## src/shared/dsc_cfg.svh

```systemverilog
// Constants for the configuration switch sampler
`ifndef DSC_CFG_SVH
`define DSC_CFG_SVH
// Register byte offsets
`define DSC_REG_RAW        5'h00
`define DSC_REG_STATUS     5'h04
`define DSC_REG_NET_BASE   5'h08
`define DSC_REG_CAN_BASE   5'h0c
`define DSC_REG_NET_EFF    5'h10
`define DSC_REG_CAN_EFF    5'h14
`define DSC_REG_PORT_EFF   5'h18
`define DSC_REG_PORT_BASE  5'h1c
// Switch positions (switch n sits at bit n-1)
`define DSC_SW_TERM        0
`define DSC_SW_DOWNLOAD    1
`define DSC_SW_DEFAULTS    2
`define DSC_SW_OFS_MSB     3
`define DSC_SW_OFS_LSB     5
`define DSC_SW_RSV_LO      6
`define DSC_SW_RSV_HI      7
// Forced default addressing: 172.1.1.101, port 50000, node 64
`define DSC_DEF_NET_ADDR   32'hac010165
`define DSC_DEF_PORT       16'hc350
`define DSC_DEF_CAN_ADDR   8'h40
// Reset values of stored base parameters
`define DSC_RST_NET_BASE   32'hc0a80164
`define DSC_RST_PORT_BASE  16'hc350
`define DSC_RST_CAN_BASE   8'h01
// Offset weight for the CAN node address, as a shift of 4 (times 16)
`define DSC_CAN_OFS_SHIFT  4
// Settle cycles after reset release before the synchronised value is latched
`define DSC_SETTLE_CYCLES  2'h2
`endif

```

## src/shared/dsc_pkg.sv

```systemverilog
// Types for the configuration switch sampler
package dsc_pkg;
  typedef enum logic [1:0] {
    DSC_ST_SETTLE = 2'b00,
    DSC_ST_LATCH  = 2'b01,
    DSC_ST_RUN    = 2'b10
  } dsc_state_t;

  typedef struct packed {
    logic        term_en;
    logic        download_mode;
    logic        defaults_forced;
    logic [2:0]  addr_offset;
    logic        reserved_set;
  } dsc_settings_t;

  typedef struct packed {
    logic [7:0]    sync1;
    logic [7:0]    sync2;
    logic [7:0]    raw;
    dsc_state_t    state;
    logic [1:0]    settle;
    logic          valid;
    dsc_settings_t set;
    logic [31:0]   net_base;
    logic [15:0]   port_base;
    logic [7:0]    can_base;
    logic [31:0]   net_eff;
    logic [15:0]   port_eff;
    logic [7:0]    can_eff;
    logic [31:0]   rdata;
    logic          rvalid;
  } dsc_state_all_t;
endpackage

```

## src/design/dsc_switch_sampler.sv

```systemverilog
// Configuration switch sampler with Avalon-MM register access
//
// Decided for this implementation: the Avalon-MM interface to the registers and the register addresses.
`include "dsc_cfg.svh"

// Summary of operation
// - Capture eight switches at power-on or reset
// - Keep captured value readable for diagnostics
// - Switch 1 on connects CAN termination
// - Switch 2 on selects firmware download mode
// - Switch 3 forces default addressing parameters
// - Switches 4-6 form offset, 4 is MSB
// - Network fourth octet is base plus offset
// - CAN address is base plus offset times 16
// - Switch changes act only after reset
module dsc_switch_sampler
  import dsc_pkg::*;
(
  input  wire logic        ref_clk,
  input  wire logic        rst,
  input  wire logic [7:0]  cfg_switch,
  input  wire logic [4:0]  avs_address,
  input  wire logic        avs_read,
  input  wire logic        avs_write,
  input  wire logic [31:0] avs_writedata,
  input  wire logic [3:0]  avs_byteenable,
  output logic      [31:0] avs_readdata,
  output logic             avs_waitrequest,
  output logic             can_term_en,
  output logic             fw_download_mode,
  output logic             settings_valid,
  output logic      [31:0] net_address,
  output logic      [15:0] net_port,
  output logic      [7:0]  can_node_address
);

  dsc_state_all_t s_q;
  dsc_state_all_t s_d;
  logic [31:0]    rd_mux;
  logic [31:0]    wmask;
  logic [7:0]     octet_sum;
  logic [7:0]     can_sum;

  // Byte-enable mask for software writes of the net and port base parameters
  always_comb
  begin
    for (int i = 0; i < 4; i++)
    begin
      wmask[i*8 +: 8] = {8{avs_byteenable[i]}};
    end
  end

  // Offset arithmetic; the octet wraps modulo 256 like the 8-bit field it feeds
  always_comb
  begin
    octet_sum = s_q.net_base[7:0] + {5'h00, s_q.set.addr_offset};
    can_sum   = s_q.can_base + {1'b0, s_q.set.addr_offset, 4'h0};
  end

  // Read decode; unmapped words read as zero
  always_comb
  begin
    case (avs_address)
      `DSC_REG_RAW:       rd_mux = {24'h000000, s_q.raw};
      `DSC_REG_STATUS:    rd_mux = {24'h000000, s_q.valid, s_q.set.reserved_set,
                                    s_q.set.addr_offset, s_q.set.defaults_forced,
                                    s_q.set.download_mode, s_q.set.term_en};
      `DSC_REG_NET_BASE:  rd_mux = s_q.net_base;
      `DSC_REG_CAN_BASE:  rd_mux = {24'h000000, s_q.can_base};
      `DSC_REG_NET_EFF:   rd_mux = s_q.net_eff;
      `DSC_REG_CAN_EFF:   rd_mux = {24'h000000, s_q.can_eff};
      `DSC_REG_PORT_EFF:  rd_mux = {16'h0000, s_q.port_eff};
      `DSC_REG_PORT_BASE: rd_mux = {16'h0000, s_q.port_base};
      default:            rd_mux = 32'h00000000;
    endcase
  end

  // Next-state logic for the whole block
  always_comb
  begin
    s_d        = s_q;
    s_d.sync1  = cfg_switch;
    s_d.sync2  = s_q.sync1;
    s_d.rvalid = 1'b0;
    case (s_q.state)
      DSC_ST_SETTLE:
      begin
        // Wait until the synchroniser holds post-reset samples only
        if (s_q.settle == `DSC_SETTLE_CYCLES)
        begin
          s_d.state = DSC_ST_LATCH;
        end
        else
        begin
          s_d.settle = s_q.settle + 2'h1;
        end
      end
      DSC_ST_LATCH:
      begin
        s_d.raw                 = s_q.sync2;
        s_d.set.term_en         = s_q.sync2[`DSC_SW_TERM];
        s_d.set.download_mode   = s_q.sync2[`DSC_SW_DOWNLOAD];
        s_d.set.defaults_forced = s_q.sync2[`DSC_SW_DEFAULTS];
        // Switch 4 lands in bit 2 of the offset, switch 6 in bit 0
        s_d.set.addr_offset     = {s_q.sync2[`DSC_SW_OFS_MSB],
                                   s_q.sync2[`DSC_SW_OFS_MSB + 1],
                                   s_q.sync2[`DSC_SW_OFS_LSB]};
        // Reserved switches carry no function; only flagged for diagnosis
        s_d.set.reserved_set    = s_q.sync2[`DSC_SW_RSV_LO] |
                                  s_q.sync2[`DSC_SW_RSV_HI];
        s_d.valid               = 1'b1;
        s_d.state               = DSC_ST_RUN;
      end
      DSC_ST_RUN:
      begin
        // Latched settings held; live switch motion is ignored until reset
        s_d.state = DSC_ST_RUN;
      end
      default:
      begin
        s_d.state = DSC_ST_SETTLE;
      end
    endcase

    // Effective addressing; only address, port and node are overridden.
    // Held at zero until the capture so nothing half-configured is shown.
    if (!s_q.valid)
    begin
      s_d.net_eff  = 32'h00000000;
      s_d.port_eff = 16'h0000;
      s_d.can_eff  = 8'h00;
    end
    else if (s_q.set.defaults_forced)
    begin
      s_d.net_eff  = `DSC_DEF_NET_ADDR;
      s_d.port_eff = `DSC_DEF_PORT;
      s_d.can_eff  = `DSC_DEF_CAN_ADDR;
    end
    else
    begin
      s_d.net_eff  = {s_q.net_base[31:8], octet_sum};
      s_d.port_eff = s_q.port_base;
      s_d.can_eff  = can_sum;
    end

    // Stored base parameters written by firmware; raw and status are read-only
    if (avs_write)
    begin
      case (avs_address)
        `DSC_REG_NET_BASE:
          s_d.net_base = (s_q.net_base & ~wmask) | (avs_writedata & wmask);
        `DSC_REG_CAN_BASE:
          if (avs_byteenable[0])
          begin
            s_d.can_base = avs_writedata[7:0];
          end
        `DSC_REG_PORT_BASE:
          s_d.port_base = (s_q.port_base & ~wmask[15:0]) |
                          (avs_writedata[15:0] & wmask[15:0]);
        default:
        begin
          s_d.net_base = s_q.net_base;
        end
      endcase
    end

    // Read data registered; one wait state per read
    if (avs_read && !s_q.rvalid)
    begin
      s_d.rdata  = rd_mux;
      s_d.rvalid = 1'b1;
    end
  end

  // State register; reset re-arms the capture
  always_ff @(posedge ref_clk or posedge rst)
  begin
    if (rst)
    begin
      s_q           <= '0;
      s_q.state     <= DSC_ST_SETTLE;
      s_q.net_base  <= `DSC_RST_NET_BASE;
      s_q.port_base <= `DSC_RST_PORT_BASE;
      s_q.can_base  <= `DSC_RST_CAN_BASE;
    end
    else
    begin
      s_q <= s_d;
    end
  end

  // Reads wait one cycle for registered data; writes complete at once
  assign avs_waitrequest  = avs_read && !s_q.rvalid;
  assign avs_readdata     = s_q.rdata;
  // Outputs stay inactive until the latch has happened
  assign can_term_en      = s_q.set.term_en;
  assign fw_download_mode = s_q.set.download_mode;
  assign settings_valid   = s_q.valid;
  assign net_address      = s_q.net_eff;
  assign net_port         = s_q.port_eff;
  assign can_node_address = s_q.can_eff;

endmodule // dsc_switch_sampler

```

## config.mk

```make
export PLATFORM = sky130hd
export DESIGN_NAME = dsc_switch_sampler
export DESIGN_NICKNAME = d
export VERILOG_FILES = /design/src/shared/dsc_pkg.sv /design/src/design/dsc_switch_sampler.sv
export VERILOG_INCLUDE_DIRS = /design/src /design/src/shared
export SDC_FILE = /design/constraint.sdc
export NUM_CORES = 1
export LEC_CHECK = 0
export BUFFER_PORTS_ARGS = -buffer_cell sky130_fd_sc_hd__buf_4
export CAP_MARGIN = 40
export CELL_PAD_IN_SITES_DETAIL_PLACEMENT = 1
export CELL_PAD_IN_SITES_GLOBAL_PLACEMENT = 1
export CORE_ASPECT_RATIO = 0.75
export CORE_MARGIN = 8
export CORE_UTILIZATION = 45
export CTS_CLUSTER_DIAMETER = 80
export DETAILED_ROUTE_END_ITERATION = 8
export PLACE_DENSITY = 0.84
export SLEW_MARGIN = 25
export SYNTH_ARGS = -nofsm -noshare
export SYNTH_HDL_FRONTEND = slang
export SYNTH_SLANG_ARGS = --single-unit
```

## constraint.sdc

```tcl
create_clock -name ref_clk -period 5.7 [get_ports ref_clk]
set_clock_uncertainty 0.05 [all_clocks]
set_input_delay 0.285 -clock ref_clk [delete_from_list [all_inputs] [get_ports ref_clk]]
set_output_delay 0.285 -clock ref_clk [all_outputs]
set_load 0.02 [all_outputs]
```

==> flow_metrics.py, run 1 <==
metrics = {
    "timing": {
        "rsz0062_at_grt": "false",
        "finalSetupViolations": 0,
        "fin_hold_ws_ns": 0.0317,
        "max_slew_margin_pct": 48.1,
        "fmax_mhz": 405,
        "period_share_pct": 43.3,
        "worst_pin_slew_ns": 0.778,
        "period_minus_slack_ns": 2.47,
        "slew_viol_final": 0,
        "fin_setup_tns_ns": 0,
        "hold_viol": 0,
    },
    "layout": {
        "area_growth_pct": 17.2,
        "nets": 755,
        "n_antenna_cell": 0,
        "drive_gt1_share_pct": 41.2,
        "fin_util_pct": 53.2,
    },
    "global_routing": {
        "grt_start_max_net_pins": 69,
        "grtUsageTotal_pct": 20.1,
        "overflow": 0,
        "grt_pass1_vias": 5631,
        "grt_pass1_wl_um": 33600,
        "grt_antenna_before_repair": 0,
    },
    "logic_synthesis": {
        "yosysWarningCount": 0,
        "synth_edf_count": 0,
        "yosysSeqAreaShare_pct": 55.5,
        "synthFlopType": "dfrtp_1",
        "yosysUniqueCellTypes": 49,
        "syn_area_mm2": 0.00793,
        "synth.ff_latch_count": 175,
        "synth.avg_cell_area_um2": 12.6,
        "synth_nets": 694,
        "synth_top_area_share_pct": 50.2,
        "syn_inst": 630,
        "synth_area_leaders": "dfrtp_1 50%, mux2_2 10%, buf_4 8.7%",
        "synthArstFlopShare_pct": 100,
        "synth_top_area_cell": "dfrtp_1",
    },
    "routing": {
        "drt-pass1-iter-count": 6,
        "routed-wl-met3_um": 1370,
        "routed_via_density": 5.41,
        "wl_met1_um": 9680,
        "routed_wirelength_um": 21900,
        "drtIter0Drc": 380,
        "drc": 0,
        "ant_nets": 0,
        "top_layer_used": "met4",
        "vias": 5121,
        "wl_per_cell_um": 23.1,
        "routed-wl-met2_um": 10600,
    },
    "floorplanning": {
        "die_h_um": 131,
        "rows": 42,
        "coreArea_mm2": 0.0174,
        "fp.dieW_um": 169,
        "dieArea_mm2": 0.0222,
        "start_util_pct": 45.4,
        "io_pins": 145,
    },
    "placement": {
        "io_buffers": 144,
        "finalWeightedCongestion": 0.855,
        "hpwl_um": 15400,
    },
    "clock_network": {
        "post_cts_resize_count": 0,
        "cts_tree": "done",
        "numCtsBuffers": 17,
        "cts_sinks": 175,
        "ctsLongestPathBuffers": 2,
        "path_clk_slew_ns": 0.07,
        "clkLatencyLatePin_ns": 0.44,
        "cts_max_level": 4,
        "ctsRootBufferMaster": "clkbuf_16",
    },
    "worst_setup_path": {
        "critPathMaxFanout": 35,
        "endpoint_kind": "primary output",
        "required_ns": 5.37,
        "cp.arrival_ns": 2.13,
        "cp-start-kind": "flop",
        "path_class": "reg -> out",
    },
    "run_status": {
        "status": "finished clean",
    },
    "pwr": {
        "powerDensity_mw_per_mm2": 344,
        "ir_worst_vdd_mv": 0.243,
        "leakage_nw": 4.39,
    },
    "run": {
        "timing.max_cap.violations": 0,
    },
    "min_path": {
        "worstHoldPathType": "in -> reg",
    },
}
[timing repair]
action	CTS	global route
hold buffers	9	0
endpoints found under the hold margin	36	0
setup buffers	0	0
endpoints found under the setup margin	0	0
[kinds of logic after synthesis]
| kind of cell | Yosys count | synth area share [%] |
|---|---|---|
| flops | 175 | 55.5 |
| buf+inv | 129 | 11.2 |
| compound gates | 88 | 8.26 |
| xor+xnor | 8 | 0.884 |
| mux | 94 | 13.3 |
| fa+ha+maj | 11 | 1.93 |
| simple gates | 125 | 8.92 |
[power by group]
part	switching (mW)	internal (mW)	total, mW
logic	0.251	0.216	0.466
clock network	0.515	0.740	1.25
registers	0.0988	1.37	1.47
[per-stage QoR]
stage | instances | cell area (um^2) | power, mW | setup slack, ns
floorplan | 630 | 7930 | 1.80 | 0.646
global placement | 902 | 8510 | 1.92 | 3.59
detailed placement | 904 | 8530 | 1.95 | 3.41
CTS | 945 | 9260 | 3.22 | 3.22
global route | 946 | 9290 | 3.30 | 3.12
finish | 946 | 9290 | 3.19 | 3.23
[worst paths after layout]
kind | from | to | slack, ns | depth (start not counted)
worst min register to register | s_d[170] | s_q[170] | 0.30 | 0
worst max register to register | s_q[0] | avs_readdata[0] | 3.42 | 4
worst min-delay path | avs_writedata[25] | flop | 0.03 | 2
worst max-delay path | s_q[0] | avs_waitrequest | 3.23 | 3
min in group asynchronous | rst | s_q[162] | 0.33 | 3
max in group asynchronous | rst | asynchronous set/reset pin | 4.18 | 5
[area by class of cell]
class                           count  area (um^2)
Fill cell                        1782         8160
Inverter                            9         38.8
Tap cell                          242          303
Timing Repair Buffer              162         1270
Sequential cell                   175         4400
Clock inverter                     15          210
Multi-Input combinational cell    326         2640
Clock buffer                       17          425
[layer usage]
layer | vias to the layer above | global-route usage [%]
met5 | - | 0
met4 | 0 | 5.24
met3 | 18 | 6.45
met2 | 156 | 32.8
met1 | 2707 | 25.6
li1 | 2240 | -
[Yosys cell counts (5+ instances only)]
cell type and count:
nand3_2 5, buf_4 92, nand2_1 12, a21oi_1 8
inv_1 9, o22ai_1 6, mux2i_1 20, dfstp_2 16
buf_2 7, buf_6 5, a221oi_1 17, dfrtp_1 159
ha_1 9, clkbuf_1 13, mux2_2 72, nor2_1 49
a222oi_1 8, and2_1 34, o21ai_0 11, o21a_1 18
[critical path, stage by stage, from the launching register on]
cell and delay [ns]:
dfrtp_1 0.36, nand2b_4 0.36, inv_1 0.69, buf_4 0.27
[placed cells by master (no fill, tap or decap), types with 4 or more instances in the layout]
cell type,n
o21a_1,18
o21ai_1,4
mux2i_1,20
buf_4,150
inv_1,8
clkbuf_16,17
a21oi_1,8
a222oi_1,8
dfrtp_1,159
o21ai_0,11
and2_1,34
nand3_2,5
bufinv_16,4
xnor2_1,4
o22ai_1,6
a221oi_1,17
nor2_1,49
mux2_2,72
dlygate4sd3_1,9
and3_1,4
dfstp_2,16
nand2_1,12
ha_1,9
clkinv_4,6
xor2_1,4
Power figures use the tool's default switching activity.
==> run 2, diff against run 1 <==
--- a/config.mk
+++ b/config.mk
@@ -12,10 +12,10 @@
 export CELL_PAD_IN_SITES_GLOBAL_PLACEMENT = 1
 export CORE_ASPECT_RATIO = 0.75
 export CORE_MARGIN = 8
-export CORE_UTILIZATION = 45
+export CORE_UTILIZATION = 40
 export CTS_CLUSTER_DIAMETER = 80
 export DETAILED_ROUTE_END_ITERATION = 8
-export PLACE_DENSITY = 0.84
+export PLACE_DENSITY = 0.79
 export SLEW_MARGIN = 25
 export SYNTH_ARGS = -nofsm -noshare
 export SYNTH_HDL_FRONTEND = slang
==> constraint.sdc (replaced) <==
create_clock -name ref_clk -period 2.1 [get_ports ref_clk]
set_clock_uncertainty 0.05 [all_clocks]
set_input_delay 0.105 -clock ref_clk [delete_from_list [all_inputs] [get_ports ref_clk]]
set_output_delay 0.105 -clock ref_clk [all_outputs]
set_load 0.02 [all_outputs]
==> run 2 against run 1 <==
Effect of this change: sequential cell count is the same; cell area grew 4.6%; critical path depth grew 1; worst hold slack gained 0.099 ns; clock power grew to 2.7 times the previous value; final cell count grew 5.9%; die area grew 11%; largest cell class unchanged.
==> flow_metrics.py, run 2 (same netlist as run 1, synthesis figures left out) <==
metrics = {
    "clock_network": {
        "post_cts_buffers": 0,
        "cts_max_level": 4,
        "ctsLongestPathBuffers": 2,
        "path_clk_slew_ns": 0.06,
        "cts_sinks": 175,
        "cts_tree": "done",
        "numCtsBuffers": 17,
        "ctsRootBufferMaster": "clkbuf_16",
        "clkLatencyLatePin_ns": 0.43,
    },
    "routing": {
        "routed_wirelength_um": 22400,
        "ant_nets": 0,
        "drtIter0Drc": 391,
        "drc": 0,
        "wl_per_cell_um": 22.3,
        "vias": 5270,
        "routed_via_density": 5.26,
        "drt-pass1-iter-count": 5,
    },
    "global_routing": {
        "grt_antenna_before_repair": 0,
        "grtUsageMet2_pct": 30.9,
        "use_met3_pct": 5.09,
        "grt_pass1_wl_um": 34700,
        "grt.busiest_layer": "met2",
        "overflow": 0,
        "grtUsageTotal_pct": 18.7,
        "grt_pass1_vias": 5876,
        "met1_usage_pct": 23.8,
        "grt_start_max_net_pins": 58,
    },
    "worst_setup_path": {
        "cp.arrival_ns": 1.85,
        "required_ns": 1.95,
        "cp-start-kind": "flop",
        "path_class": "reg -> out",
        "endpoint_kind": "primary output",
        "critPathMaxFanout": 17,
    },
    "pwr": {
        "p_total_mw": 8.66,
        "leakage_nw": 4.58,
        "ir_worst_vdd_mv": 0.365,
        "powerDensity_mw_per_mm2": 891,
    },
    "timing": {
        "finalSetupViolations": 0,
        "worst_pin_slew_ns": 0.695,
        "fmax_mhz": 498,
        "hold_viol": 0,
        "period_minus_slack_ns": 2.01,
        "max_slew_margin_pct": 53.7,
        "rsz0062_at_grt": "false",
        "slew_viol_final": 0,
        "period_share_pct": 95.6,
    },
    "floorplanning": {
        "coreArea_mm2": 0.0194,
        "dieArea_mm2": 0.0246,
        "start_util_pct": 40.9,
        "die_h_um": 138,
        "io_pins": 145,
        "fp.dieW_um": 179,
        "rows": 44,
    },
    "placement": {
        "finalWeightedCongestion": 0.864,
        "placedInstanceArea_mm2": 0.00868,
        "hpwl_um": 15900,
        "io_buffers": 144,
    },
    "layout": {
        "area_growth_pct": 22.6,
        "mostFrequentLayoutCells": "162 x buf_4, 159 x dfrtp_1, 72 x mux2_2, 49 x nor2_1, 41 x dlygate4sd3_1",
        "n_antenna_cell": 0,
        "nets": 800,
        "fin_util_pct": 50.1,
        "final_common_cell": "buf_4",
        "fin_area_mm2": 0.00972,
        "drive_gt1_share_pct": 40.2,
    },
    "run_status": {
        "status": "finished clean",
    },
    "min_path": {
        "worstHoldPathType": "in -> reg",
    },
    "run": {
        "timing.max_cap.violations": 0,
    },
}
[run 2: changes by cell type in the layout (fill, tap and decap cells not counted), sizes merged]
cell,before,now
buf,153,166
clkbuf,17,22
clkinv,7,5
clkinvlp,2,3
dlygate4sd3,9,41
inv,11,7
[run 2: critical path, cell delays in order (launching register included)]
cell and delay, ns:
dfrtp_1 0.32, nand2b_4 0.13, buf_4 0.26, clkinvlp_4 0.41
buf_4 0.30
[run 2: metal layers]
| metal | routed length (um) | up-vias |
|---|---|---|
| met2 | 11000 | 183 |
| li1 | - | 2327 |
| met3 | 1490 | 19 |
| met5 | 0 | - |
| met4 | 275 | 0 |
| met1 | 9640 | 2741 |
[run 2: power by group]
group          switching [mW]  internal, mW  total [mW]
combinational           0.692         0.637        1.33
clock                    1.30          2.05        3.35
sequential              0.258          3.72        3.98
total                    2.25          6.41        8.66
[run 2: final timing paths]
check,from,endpoint,slack [ns],cells after the start
max,s_q[0],avs_waitrequest,0.09,4
min,avs_byteenable[0],flop,0.13,3
max reg2reg,s_q[162],net_address[6],0.21,6
min reg2reg,s_d[169],s_q[169],0.30,0
max in group asynchronous,rst,asynchronous set/reset pin,1.03,4
min in group asynchronous,rst,s_q[166],0.24,3
[run 2: cell type report]
| type | count | area [um^2] |
|---|---|---|
| fillers | 1977 | 9660 |
| flip-flops and latches | 175 | 4400 |
| multi-input cells | 326 | 2640 |
| repair buffers | 207 | 1690 |
| clock buffers | 22 | 464 |
| well taps | 253 | 317 |
| clock inverters | 10 | 160 |
| inverters | 9 | 41.3 |
[run 2: timing repair]
item | in CTS | in global routing
hold buffers | 41 | 0
endpoints found under the setup margin | 1 | 0
hold endpoints to repair | 81 | 0
gates resized for setup | 1 | 0
[run 2: per-stage QoR]
stage               std cells  worst slack (ns)  TNS (ns)  hold slack [ns]
detailed placement        929             0.187         0            0.140
global route             1002            0.0472         0            0.116
finish                   1002            0.0914         0            0.131
global placement          928             0.234         0            0.138
floorplan                 630            -0.281    -44.61           0.0864
CTS                      1002            0.0866         0            0.113
